==> config.mk <==
export PLATFORM = sky130hd
export DESIGN_NAME = rsd_scan_ctrl
export DESIGN_NICKNAME = d
export VERILOG_FILES = /design/src/rsd_pkg.sv /design/src/rsd_scan_ctrl.sv
export SDC_FILE = /design/constraint.sdc
export NUM_CORES = 1
export LEC_CHECK = 0
export ABC_AREA = 1
export BUFFER_PORTS_ARGS = -buffer_cell sky130_fd_sc_hd__buf_4
export CORE_MARGIN = 1.5
export CORE_UTILIZATION = 52
export CTS_BUF_LIST = sky130_fd_sc_hd__clkbuf_8 sky130_fd_sc_hd__clkbuf_16
export CTS_CLUSTER_SIZE = 30
export DETAILED_ROUTE_END_ITERATION = 6
export PLACE_DENSITY = 0.85
export SETUP_SLACK_MARGIN = 0.5
export SYNTH_ARGS = -nofsm -noshare
export SYNTH_HDL_FRONTEND = slang
export SYNTH_SLANG_ARGS = --single-unit
export TNS_END_PERCENT = 5
==> constraint.sdc <==
create_clock -name mclk -period 4.11 [get_ports mclk]
set_clock_uncertainty 0.2 [all_clocks]
set_input_delay 0.6165 -clock mclk [delete_from_list [all_inputs] [get_ports mclk]]
set_output_delay 0.6165 -clock mclk [all_outputs]
set_load 0.005 [all_outputs]
==> src/rsd_pkg.sv <==
// constants of the row scan display control block
package rsd_pkg;
	// command register indices
	localparam logic [7:0] IDX_ACTIVE_ROW_COUNT = 8'h02;
	localparam logic [7:0] IDX_SCAN_DIRECTION_CONTROL = 8'h03;
	localparam logic [7:0] IDX_FIRST_SCAN_ROW = 8'h30;
	localparam logic [7:0] IDX_VERTICAL_SCROLL_LINES = 8'h31;
	localparam logic [7:0] IDX_DISPLAY_FIRST_LINE = 8'h32;
	localparam logic [7:0] IDX_DISPLAY_LAST_LINE = 8'h33;

	// field positions inside scan_direction_control
	localparam int POS_COL_DIR = 0;
	localparam int POS_GATE_DIR = 1;
	localparam int POS_PAIR_ILV = 2;

	// values after reset
	localparam logic [5:0] RST_ACTIVE_ROW_COUNT = 6'h3f;
	localparam logic [2:0] RST_SCAN_DIRECTION = 3'h0;
	localparam logic [5:0] RST_SCAN_START_ROW = 6'h00;
	localparam logic [5:0] RST_VERTICAL_SCROLL = 6'h00;
	localparam logic [5:0] RST_DISPLAY_START = 6'h00;
	localparam logic [5:0] RST_DISPLAY_END = 6'h3f;

	// geometry
	localparam int ROW_W = 6;
	localparam int NUM_ROWS = 64;
	localparam int NUM_COLS = 128;
	localparam logic [5:0] LAST_ROW = 6'h3f;

	// row dwell time and its count of mclk cycles at 10 MHz
	localparam int CLK_PERIOD_NS = 100;
	localparam int ROW_TIME_NS = 1600;
	localparam int ROW_CYCLES = (ROW_TIME_NS + CLK_PERIOD_NS - 1) / CLK_PERIOD_NS;
	localparam logic [7:0] ROW_LAST_CYC = 8'(ROW_CYCLES - 1);

	typedef enum logic [1:0] {
		RSD_SEQ_ASC,
		RSD_SEQ_DESC,
		RSD_PAIR_ASC,
		RSD_PAIR_DESC
	} rsd_order_t;
endpackage : rsd_pkg

==> src/rsd_scan_ctrl.sv <==
// row scan order, line mapping and column direction of the display driver
// How it works
// pair select 0, direction 0: rows scanned 0 up to 63
// pair select 0, direction 1: rows scanned 63 down to 0
// pair select 1, direction 0: pairs ascending, odd row first
// both selects 1: pairs descending, even row first
// index 02h holds six-bit active row count, reset 3Fh
// index 03h: pair select bit2, gate dir bit1, column dir bit0
// column dir 0 maps C0..C127 ascending, 1 reverses them
// index 30h holds six-bit first scanned row, reset zero
// index 31h holds six-bit scroll, image moves up that many rows
// indices 32h/33h hold start/end line; only scan steps between shown
// pair select 0: first row is the value, or 63 minus it when direction is 1
// start display line shifts by exactly the scroll value, 0..63
// count plus one rows driven per frame; others stay inactive
// row and line arithmetic wraps modulo 64
`timescale 1ns/1ps
module rsd_scan_ctrl (
	input wire logic mclk,
	input wire logic rst_n,
	input wire logic cmd_wr,
	input wire logic [7:0] cmd_index,
	input wire logic [7:0] cmd_data,
	input wire logic [127:0] line_pixels,
	output logic [63:0] row_drive_q,
	output logic [127:0] col_drive_q,
	output logic [5:0] line_addr_q,
	output logic line_visible_q,
	output logic [5:0] scan_row_q,
	output logic [5:0] scan_step_q,
	output logic row_start_q,
	output logic frame_start_q
);
	// command registers
	logic [5:0] row_count_q;
	logic [2:0] scan_dir_q;
	logic [5:0] first_row_q;
	logic [5:0] scroll_q;
	logic [5:0] first_line_q;
	logic [5:0] last_line_q;

	// row timing and next-row values
	logic [7:0] cyc_q;
	logic [7:0] cyc_d;
	logic [5:0] step_d;
	logic [5:0] row_d;
	logic [5:0] line_d;
	logic vis_d;
	logic [127:0] col_d;
	logic started_q;

	// write strobe aimed at one command index
	function automatic logic hit(input logic wr, input logic [7:0] idx,
			input logic [7:0] want);
		return wr && (idx == want);
	endfunction : hit

	wire row_tick = (cyc_q == rsd_pkg::ROW_LAST_CYC);
	wire pair_sel = scan_dir_q[rsd_pkg::POS_PAIR_ILV];
	wire gate_rev = scan_dir_q[rsd_pkg::POS_GATE_DIR];
	wire col_rev = scan_dir_q[rsd_pkg::POS_COL_DIR];
	rsd_pkg::rsd_order_t order;
	assign order = rsd_pkg::rsd_order_t'({pair_sel, gate_rev});

	wire wr_count = hit(cmd_wr, cmd_index,
		rsd_pkg::IDX_ACTIVE_ROW_COUNT);
	wire wr_dir = hit(cmd_wr, cmd_index,
		rsd_pkg::IDX_SCAN_DIRECTION_CONTROL);
	wire wr_first_row = hit(cmd_wr, cmd_index,
		rsd_pkg::IDX_FIRST_SCAN_ROW);
	wire wr_scroll = hit(cmd_wr, cmd_index,
		rsd_pkg::IDX_VERTICAL_SCROLL_LINES);
	wire wr_first_line = hit(cmd_wr, cmd_index,
		rsd_pkg::IDX_DISPLAY_FIRST_LINE);
	wire wr_last_line = hit(cmd_wr, cmd_index,
		rsd_pkg::IDX_DISPLAY_LAST_LINE);
	// any other index is dropped silently; there is no readback
	wire wr_any = wr_count || wr_dir || wr_first_row || wr_scroll
		|| wr_first_line || wr_last_line;

	// physical gate row for a scan step; 6-bit sums wrap by themselves
	function automatic logic [5:0] row_of(input rsd_pkg::rsd_order_t ord,
			input logic [5:0] start, input logic [5:0] step);
		logic [5:0] base;
		base = 6'h00;
		unique case (ord)
			rsd_pkg::RSD_SEQ_ASC: base = start + step;
			rsd_pkg::RSD_SEQ_DESC: base = (rsd_pkg::LAST_ROW - start) - step;
			rsd_pkg::RSD_PAIR_ASC: base = (start + step) ^ 6'h01;
			rsd_pkg::RSD_PAIR_DESC: base = ((rsd_pkg::LAST_ROW - start) - step) ^ 6'h01;
		endcase
		return base;
	endfunction : row_of

	function automatic logic [127:0] rev_cols(input logic [127:0] v);
		logic [127:0] r;
		r = 128'h0;
		for (int i = 0; i < rsd_pkg::NUM_COLS; i++) begin
			r[i] = v[rsd_pkg::NUM_COLS - 1 - i];
		end
		return r;
	endfunction : rev_cols

	always_ff @(posedge mclk or negedge rst_n) begin
		if (!rst_n) begin
			row_count_q <= rsd_pkg::RST_ACTIVE_ROW_COUNT;
			scan_dir_q <= rsd_pkg::RST_SCAN_DIRECTION;
			first_row_q <= rsd_pkg::RST_SCAN_START_ROW;
			scroll_q <= rsd_pkg::RST_VERTICAL_SCROLL;
			first_line_q <= rsd_pkg::RST_DISPLAY_START;
			last_line_q <= rsd_pkg::RST_DISPLAY_END;
		end else begin
			if (wr_count) row_count_q <= cmd_data[5:0];
			if (wr_dir) scan_dir_q <= cmd_data[2:0];
			if (wr_first_row) first_row_q <= cmd_data[5:0];
			if (wr_scroll) scroll_q <= cmd_data[5:0];
			if (wr_first_line) first_line_q <= cmd_data[5:0];
			if (wr_last_line) last_line_q <= cmd_data[5:0];
		end
	end

	// first tick starts step 0; a shrunk count takes effect at once
	assign cyc_d = row_tick ? 8'h00 : cyc_q + 8'h01;
	assign step_d = (!started_q || scan_step_q >= row_count_q) ? 6'h00 :
		scan_step_q + 6'h01;
	assign row_d = row_of(order, first_row_q, step_d);
	assign line_d = step_d + scroll_q;
	// window is held against the scan step, not the scrolled line
	assign vis_d = (step_d >= first_line_q) && (step_d <= last_line_q);
	// blanked lines drive no column current
	assign col_d = !line_visible_q ? 128'h0 :
		col_rev ? rev_cols(line_pixels) : line_pixels;

	always_ff @(posedge mclk or negedge rst_n) begin
		if (!rst_n) begin
			cyc_q <= 8'h00;
			started_q <= 1'b0;
			scan_step_q <= 6'h00;
			scan_row_q <= 6'h00;
			line_addr_q <= 6'h00;
			line_visible_q <= 1'b0;
			row_drive_q <= 64'h0;
			row_start_q <= 1'b0;
			frame_start_q <= 1'b0;
		end else begin
			cyc_q <= cyc_d;
			row_start_q <= row_tick;
			frame_start_q <= row_tick && (step_d == 6'h00);
			if (row_tick) begin
				started_q <= 1'b1;
				scan_step_q <= step_d;
				scan_row_q <= row_d;
				line_addr_q <= line_d;
				line_visible_q <= vis_d;
				// one gate active at a time, the rest left inactive
				row_drive_q <= 64'h1 << row_d;
			end
		end
	end

	// pixels for line_addr_q come back combinationally from the frame store
	always_ff @(posedge mclk or negedge rst_n) begin
		if (!rst_n) begin
			col_drive_q <= 128'h0;
		end else begin
			col_drive_q <= col_d;
		end
	end
endmodule : rsd_scan_ctrl

* Word-level counts from Yosys, hierarchy flattened
Cells that the tools add are included.
Widths: inputs -> output; s select.
** Storage, ports and cells
- Flip-flop bits (word level) :: 255
- Input port bits :: 147
- Output and inout port bits :: 213
- Word-level logic and storage cells :: 55
** Cells by class
- Add/subtract/negate cells :: 6
- Magnitude comparators :: 3
- Eq/ne operators :: 10
- Shift operators :: 1
- Mux-type cells :: 5
- Bitwise gates (word level) :: 2
- Reductions and logical operators :: 12
** Operator list (count)
- $mux 128 :: 2
- $shl 1x6->64 const A :: 1
- $eq 8x6->1 const B :: 4
- $pmux 6 s4 :: 1
- $eq 8x2->1 const B :: 2
- $add 6x6->6 :: 2
- $ge 6x6->1 :: 2
- $add 8x1->8 const B :: 1
- $eq 8x4->1 const B :: 1
- $logic_and 1x1->1 :: 8
- $mux 8 :: 1
- $add 6x1->6 const B :: 1
- $le 6x6->1 :: 1
- $logic_not 6->1 :: 1
- $mux 6 :: 1
- $sub 6x6->6 :: 1
- $sub 6x6->6 const A :: 1
- $eq 2x2->1 const B :: 2
- $eq 2x1->1 const B :: 1
- $logic_not 2->1 :: 1
- $not 1->1 :: 2
- $logic_not 1->1 :: 1
- $logic_or 1x1->1 :: 1

* Logic depth before layout (Yosys ltp)
- Word-level depth :: 7
- Gate-level depth with buffers :: 28

* Least setup slack after synthesis
No wires, ideal clock.
- Path kind :: flip-flop to flip-flop
- From :: reg row_count_q[5]
- To :: reg row_drive_q[26]
- Arrival time :: 3.127 ns
- Required time :: 3.797 ns
- Setup slack :: 0.670 ns
- Cell stages (with the launch flop) :: 22
- Path buffers :: 2
- Clock period less this slack :: 3.440 ns
- Cells stage by stage :: dfstp_2 > inv_1 > ha_1 > nand3_1 > nor2_1 > nor2_2 > nand2_1 > nor3_1 > inv_1 > ha_1 > buf_6 > nand2_1 > nand2_1 > o21ai_1 > nand3_1 > nand2_1 > inv_1 > nand3_4 > nand3_2 > buf_4 > nand2_1 > inv_1
** On the way
- Elaborated cells between the ends (all ways) :: 9
- Classes of those cells :: add/sub (2); order compare (1); shift (1); mux (2); bitwise (2); reduce/logical (1)
** RTL lines
- start, declared :: line rsd_scan_ctrl.sv:35 : logic [5:0] row_count_q;
- start signal, assigned :: line rsd_scan_ctrl.sv:106 : row_count_q <= rsd_pkg::RST_ACTIVE_ROW_COUNT;
- start signal, assigned :: line rsd_scan_ctrl.sv:113 : if (wr_count) row_count_q <= cmd_data[5:0];
- $ge 6x6->1 * :: line rsd_scan_ctrl.sv:124 : assign step_d = (!started_q || scan_step_q >= row_count_q) ? 6'h00 :
- $logic_or 1x1->1 * :: line rsd_scan_ctrl.sv:124
- $mux 6 * :: line rsd_scan_ctrl.sv:124
- via step_d[2] :: line rsd_scan_ctrl.sv:45 : logic [5:0] step_d;
- $sub 6x6->6 or $add 6x6->6 (tied branches)
- $pmux 6 s4 * :: line rsd_scan_ctrl.sv:86 : unique case (ord)
- $shl 1x6->64 * :: line rsd_scan_ctrl.sv:156 : row_drive_q <= 64'h1 << row_d;
- end signal, assigned :: line rsd_scan_ctrl.sv:156
- end, declared :: line rsd_scan_ctrl.sv:25 : output logic [63:0] row_drive_q,
The timed path passes the listed nets; every way through them passes the cells marked *.
A chain may end at the register's enable or synchronous reset.

* Final worst setup path
- From :: reg row_count_q[5]
- To :: reg row_drive_q[41]
** On the way
- Longest elaborated chain between the ends :: 7
- Elaborated cells between the ends (all ways) :: 9
- Classes of those cells :: add/sub (2); order compare (1); shift (1); mux (2); bitwise (2); reduce/logical (1)
** Ends and longest elaborated chain (line)
- $ge 6x6->1 * :: rsd_scan_ctrl.sv:124
- $logic_or 1x1->1 * :: rsd_scan_ctrl.sv:124
- $mux 6 * :: rsd_scan_ctrl.sv:124
- via step_d[0] :: rsd_scan_ctrl.sv:45
- $sub 6x6->6 or $add 6x6->6 (tied branches)
- $not 1->1 (no line)
- $pmux 6 s4 * :: rsd_scan_ctrl.sv:86
- $shl 1x6->64 * :: rsd_scan_ctrl.sv:156
Marked as above.

==> metrics.yaml <==
rows: 54
track_usage_pct: 29.32
cts_tree: "done"
endpoint_kind: "flip-flop"
cts_num_sinks: 255
hold_path.class: "in2reg"
synth_edf_count: 0
crit_type: "reg2reg"
htree_levels: 1
cp_slowest_stage_delay_ns: 0.53
grt_pass1_wl_um: 54900
ios: 360
worstPathMaxFanout: 5
vdd_drop_max_mv: 0.3952
period_needed_ns: 3.500
dr.pass1.iters: 6
yosysTopAreaCell: "dfrtp_1"
final_nets: 1904
min_period_over_period_pct: 85.17
tightestPinTransition_ns: 1.024
powerDensity_nw_per_um2: 478.0
root_buffer: "clkbuf_16"
antenna_left: 0
crit_path_cell_trace: "inv_1 > ha_4 > nand3_2 > nor2_2 > nand2_2 > nand2_4 > inv_2 > nand2_2 > inv_2 > ha_1 > inv_2 > fa_2 > or2_4 > nand2_8 > nand2_1 > nor2_1 > nand2_1 > nor2_1 > nand4_1 > nand2_1"
ys_top_cells_by_area: "dfrtp_1 (52%), nor2_1 (9.9%), nand2_1 (8.8%), o21ai_0 (7.6%), ha_1 (3.7%)"
core_um2: 22030
place_congestion: 0.8722
antenna_found_initial: 0
vias: 10816
cp_slowest_cell: "dfstp_2"
synth_flop_cell: "dfrtp_1"
start_util_pct: 53.43
drv_cap: 0
synthesis.nets: 1574
grt.overflow.total: 0
avgViaCountPerCell: 5.354
dieArea_um2: 23540
antennaDiodeCount: 0
clock_latency_ns: 0.53
async_flop_share_pct: 100.0
cts_made_buffers: 27
grt_start_max_net_pins: 119
grt_pass1_vias: 10803
area_growth_pct: 34.12
ys_seq_area_share_pct: 54.35
total_leakage_power_uw: 0.008409
start_kind: "flip-flop"
arrival_ns: 3.77
wl_per_cell_um: 17.45
yosysWarnings: 0
relSlewSlack_pct: 31.76
rsz0062_at_grt: "true"
layout.cells.non_filler: 2020
synth_top_area_share_pct: 51.67
wirelength_um: 35250
drc_errors: 0
port_buffers: 357
max_freq_mhz: 285.7
path_clk_slew_ns: 0.06
ys_types: 38
synth_seq_cells: 255
synth.cell_area_um2: 11770
cts.path.max_buffers: 3
drt-initial-drc-count: 754
fill_cells: 1583
dieHeight_um: 153.4
drive_gt1_share_pct: 30.00
hpwl_um: 24820
synth_cells: 1390
die_w_um: 153.4
status: "complete, no violations"
syn_area_per_cell_um2: 8.466
power_uw: 7544
finalSetupTns_ns: 0
yosysMostFrequentCell: "nor2_1"
finalSetupViolCount: 0
finalHoldViolCount: 0
required_ns: 4.38
ys_top_cells_by_count: "nor2_1 (309), nand2_1 (276), dfrtp_1 (243), o21ai_0 (179), inv_1 (88)"
place_inst: 1967
drv_slew: 0
==> logic make-up (layout without fill, tap and decap cells) <==
family / after synthesis / in the layout / synth area share, %
compound gates: 195 / 195 / 8.495
xor+xnor: 8 / 8 / 0.5955
fa+ha+maj: 37 / 37 / 4.062
buf+inv: 172 / 522 / 6.284
flops: 255 / 255 / 54.35
simple gates: 723 / 723 / 26.21
==> critical path: cells and delay by family, from the launching register on <==
family	cells	cell delay (ns)
adder cells (fa/ha/maj)	3	0.87
buffers and inverters	4	0.24
flip-flops	1	0.53
AND/OR/NAND/NOR	13	1.60
==> power breakdown <==
group | internal [uW] | switching [uW] | leakage [uW] | total, uW
Clock | 1540 | 1000 | 0.000479 | 2540
Combinational | 861 | 932 | 0.00463 | 1790
Sequential | 2950 | 264 | 0.00330 | 3210
Total | 5340 | 2200 | 0.00841 | 7540
==> layer usage <==
| metal | share of wire, % | GRT usage, % | vias up |
|---|---|---|---|
| met5 | 0 | 0 | - |
| met4 | 4.5 | 13.08 | 0 |
| met3 | 9.3 | 9.470 | 114 |
| met2 | 51 | 52.14 | 462 |
| met1 | 35 | 31.92 | 5142 |
| li1 | - | - | 5098 |
==> cells in the final DEF (no fill, tap or decap), types with 4 or more instances in the layout <==
cell / count
ha_1: 32
clkinv_2: 6
xor2_1: 6
nand4_1: 40
o21ai_0: 179
inv_2: 6
clkbuf_8: 5
dfrtp_1: 240
nand2_4: 6
inv_1: 88
nor2_1: 292
nor3_1: 7
clkbuf_16: 27
buf_4: 375
bufinv_16: 4
a21oi_1: 8
nor3_2: 7
nand3_2: 7
nand2_2: 15
nand3_1: 44
nand2_1: 270
nor2_2: 19
nor2_4: 7
dfstp_2: 12
==> worst paths after layout <==
| check | startpoint | end | slack [ns] | depth (start not counted) |
|---|---|---|---|---|
| hold reg to reg | cyc_q[0] | cyc_q[0] | 0.26 | 1 |
| setup / recovery | row_count_q[5] | row_drive_q[41] | 0.61 | 20 |
| setup reg to reg | row_count_q[5] | row_drive_q[41] | 0.61 | 20 |
| max in group asynchronous | rst_n | frame_start_q | 2.21 | 3 |
| hold / removal | line_pixels[74] | col_drive_q[53] | 0.11 | 3 |
| min in group asynchronous | rst_n | scroll_q[5] | 0.58 | 2 |
==> layout make-up <==
class | instances | area, um^2 | area share (%)
clock buffer | 32 | 744.5 | 4.717
clock inverter | 17 | 190.2 | 1.205
inverter | 93 | 356.6 | 2.259
multi-input combinational | 963 | 4836 | 30.64
sequential | 255 | 6405 | 40.58
tap | 280 | 350.3 | 2.220
timing repair buffer | 380 | 2900 | 18.38
==> repair_timing <==
action	4_1_cts	5_1_grt
endpoints found under the hold margin	2	0
gates resized for setup	16	35
pin swaps	3	10
hold buffers	1	0
setup buffers	1	2
setup endpoints to repair	65	67
==> sequential cells by signal, summed over array words and instances (netlist names), 3 cells and up <==
register      count
row_drive_q      64
scan_row_q        6
col_drive_q     128
first_row_q       6
cyc_q             8
first_line_q      6
scan_step_q       6
line_addr_q       6
row_count_q       6
scan_dir_q        3
scroll_q          6
last_line_q       6
==> through the flow <==
| step | setup slack (ns) | util [%] | cell area (um^2) | hold slack (ns) |
|---|---|---|---|---|
| floorplan | 0.6699 | - | 11770 | 0.1209 |
| global placement | 0.4058 | 66.34 | 14610 | 0.2375 |
| detailed placement | 0.3184 | 66.34 | 14610 | 0.2536 |
| CTS | 0.4567 | 70.90 | 15620 | 0.09886 |
| global route | 0.4297 | 71.65 | 15780 | 0.1068 |
| finish | 0.6096 | 71.65 | 15780 | 0.1141 |
Power figures use the tool's default switching activity.
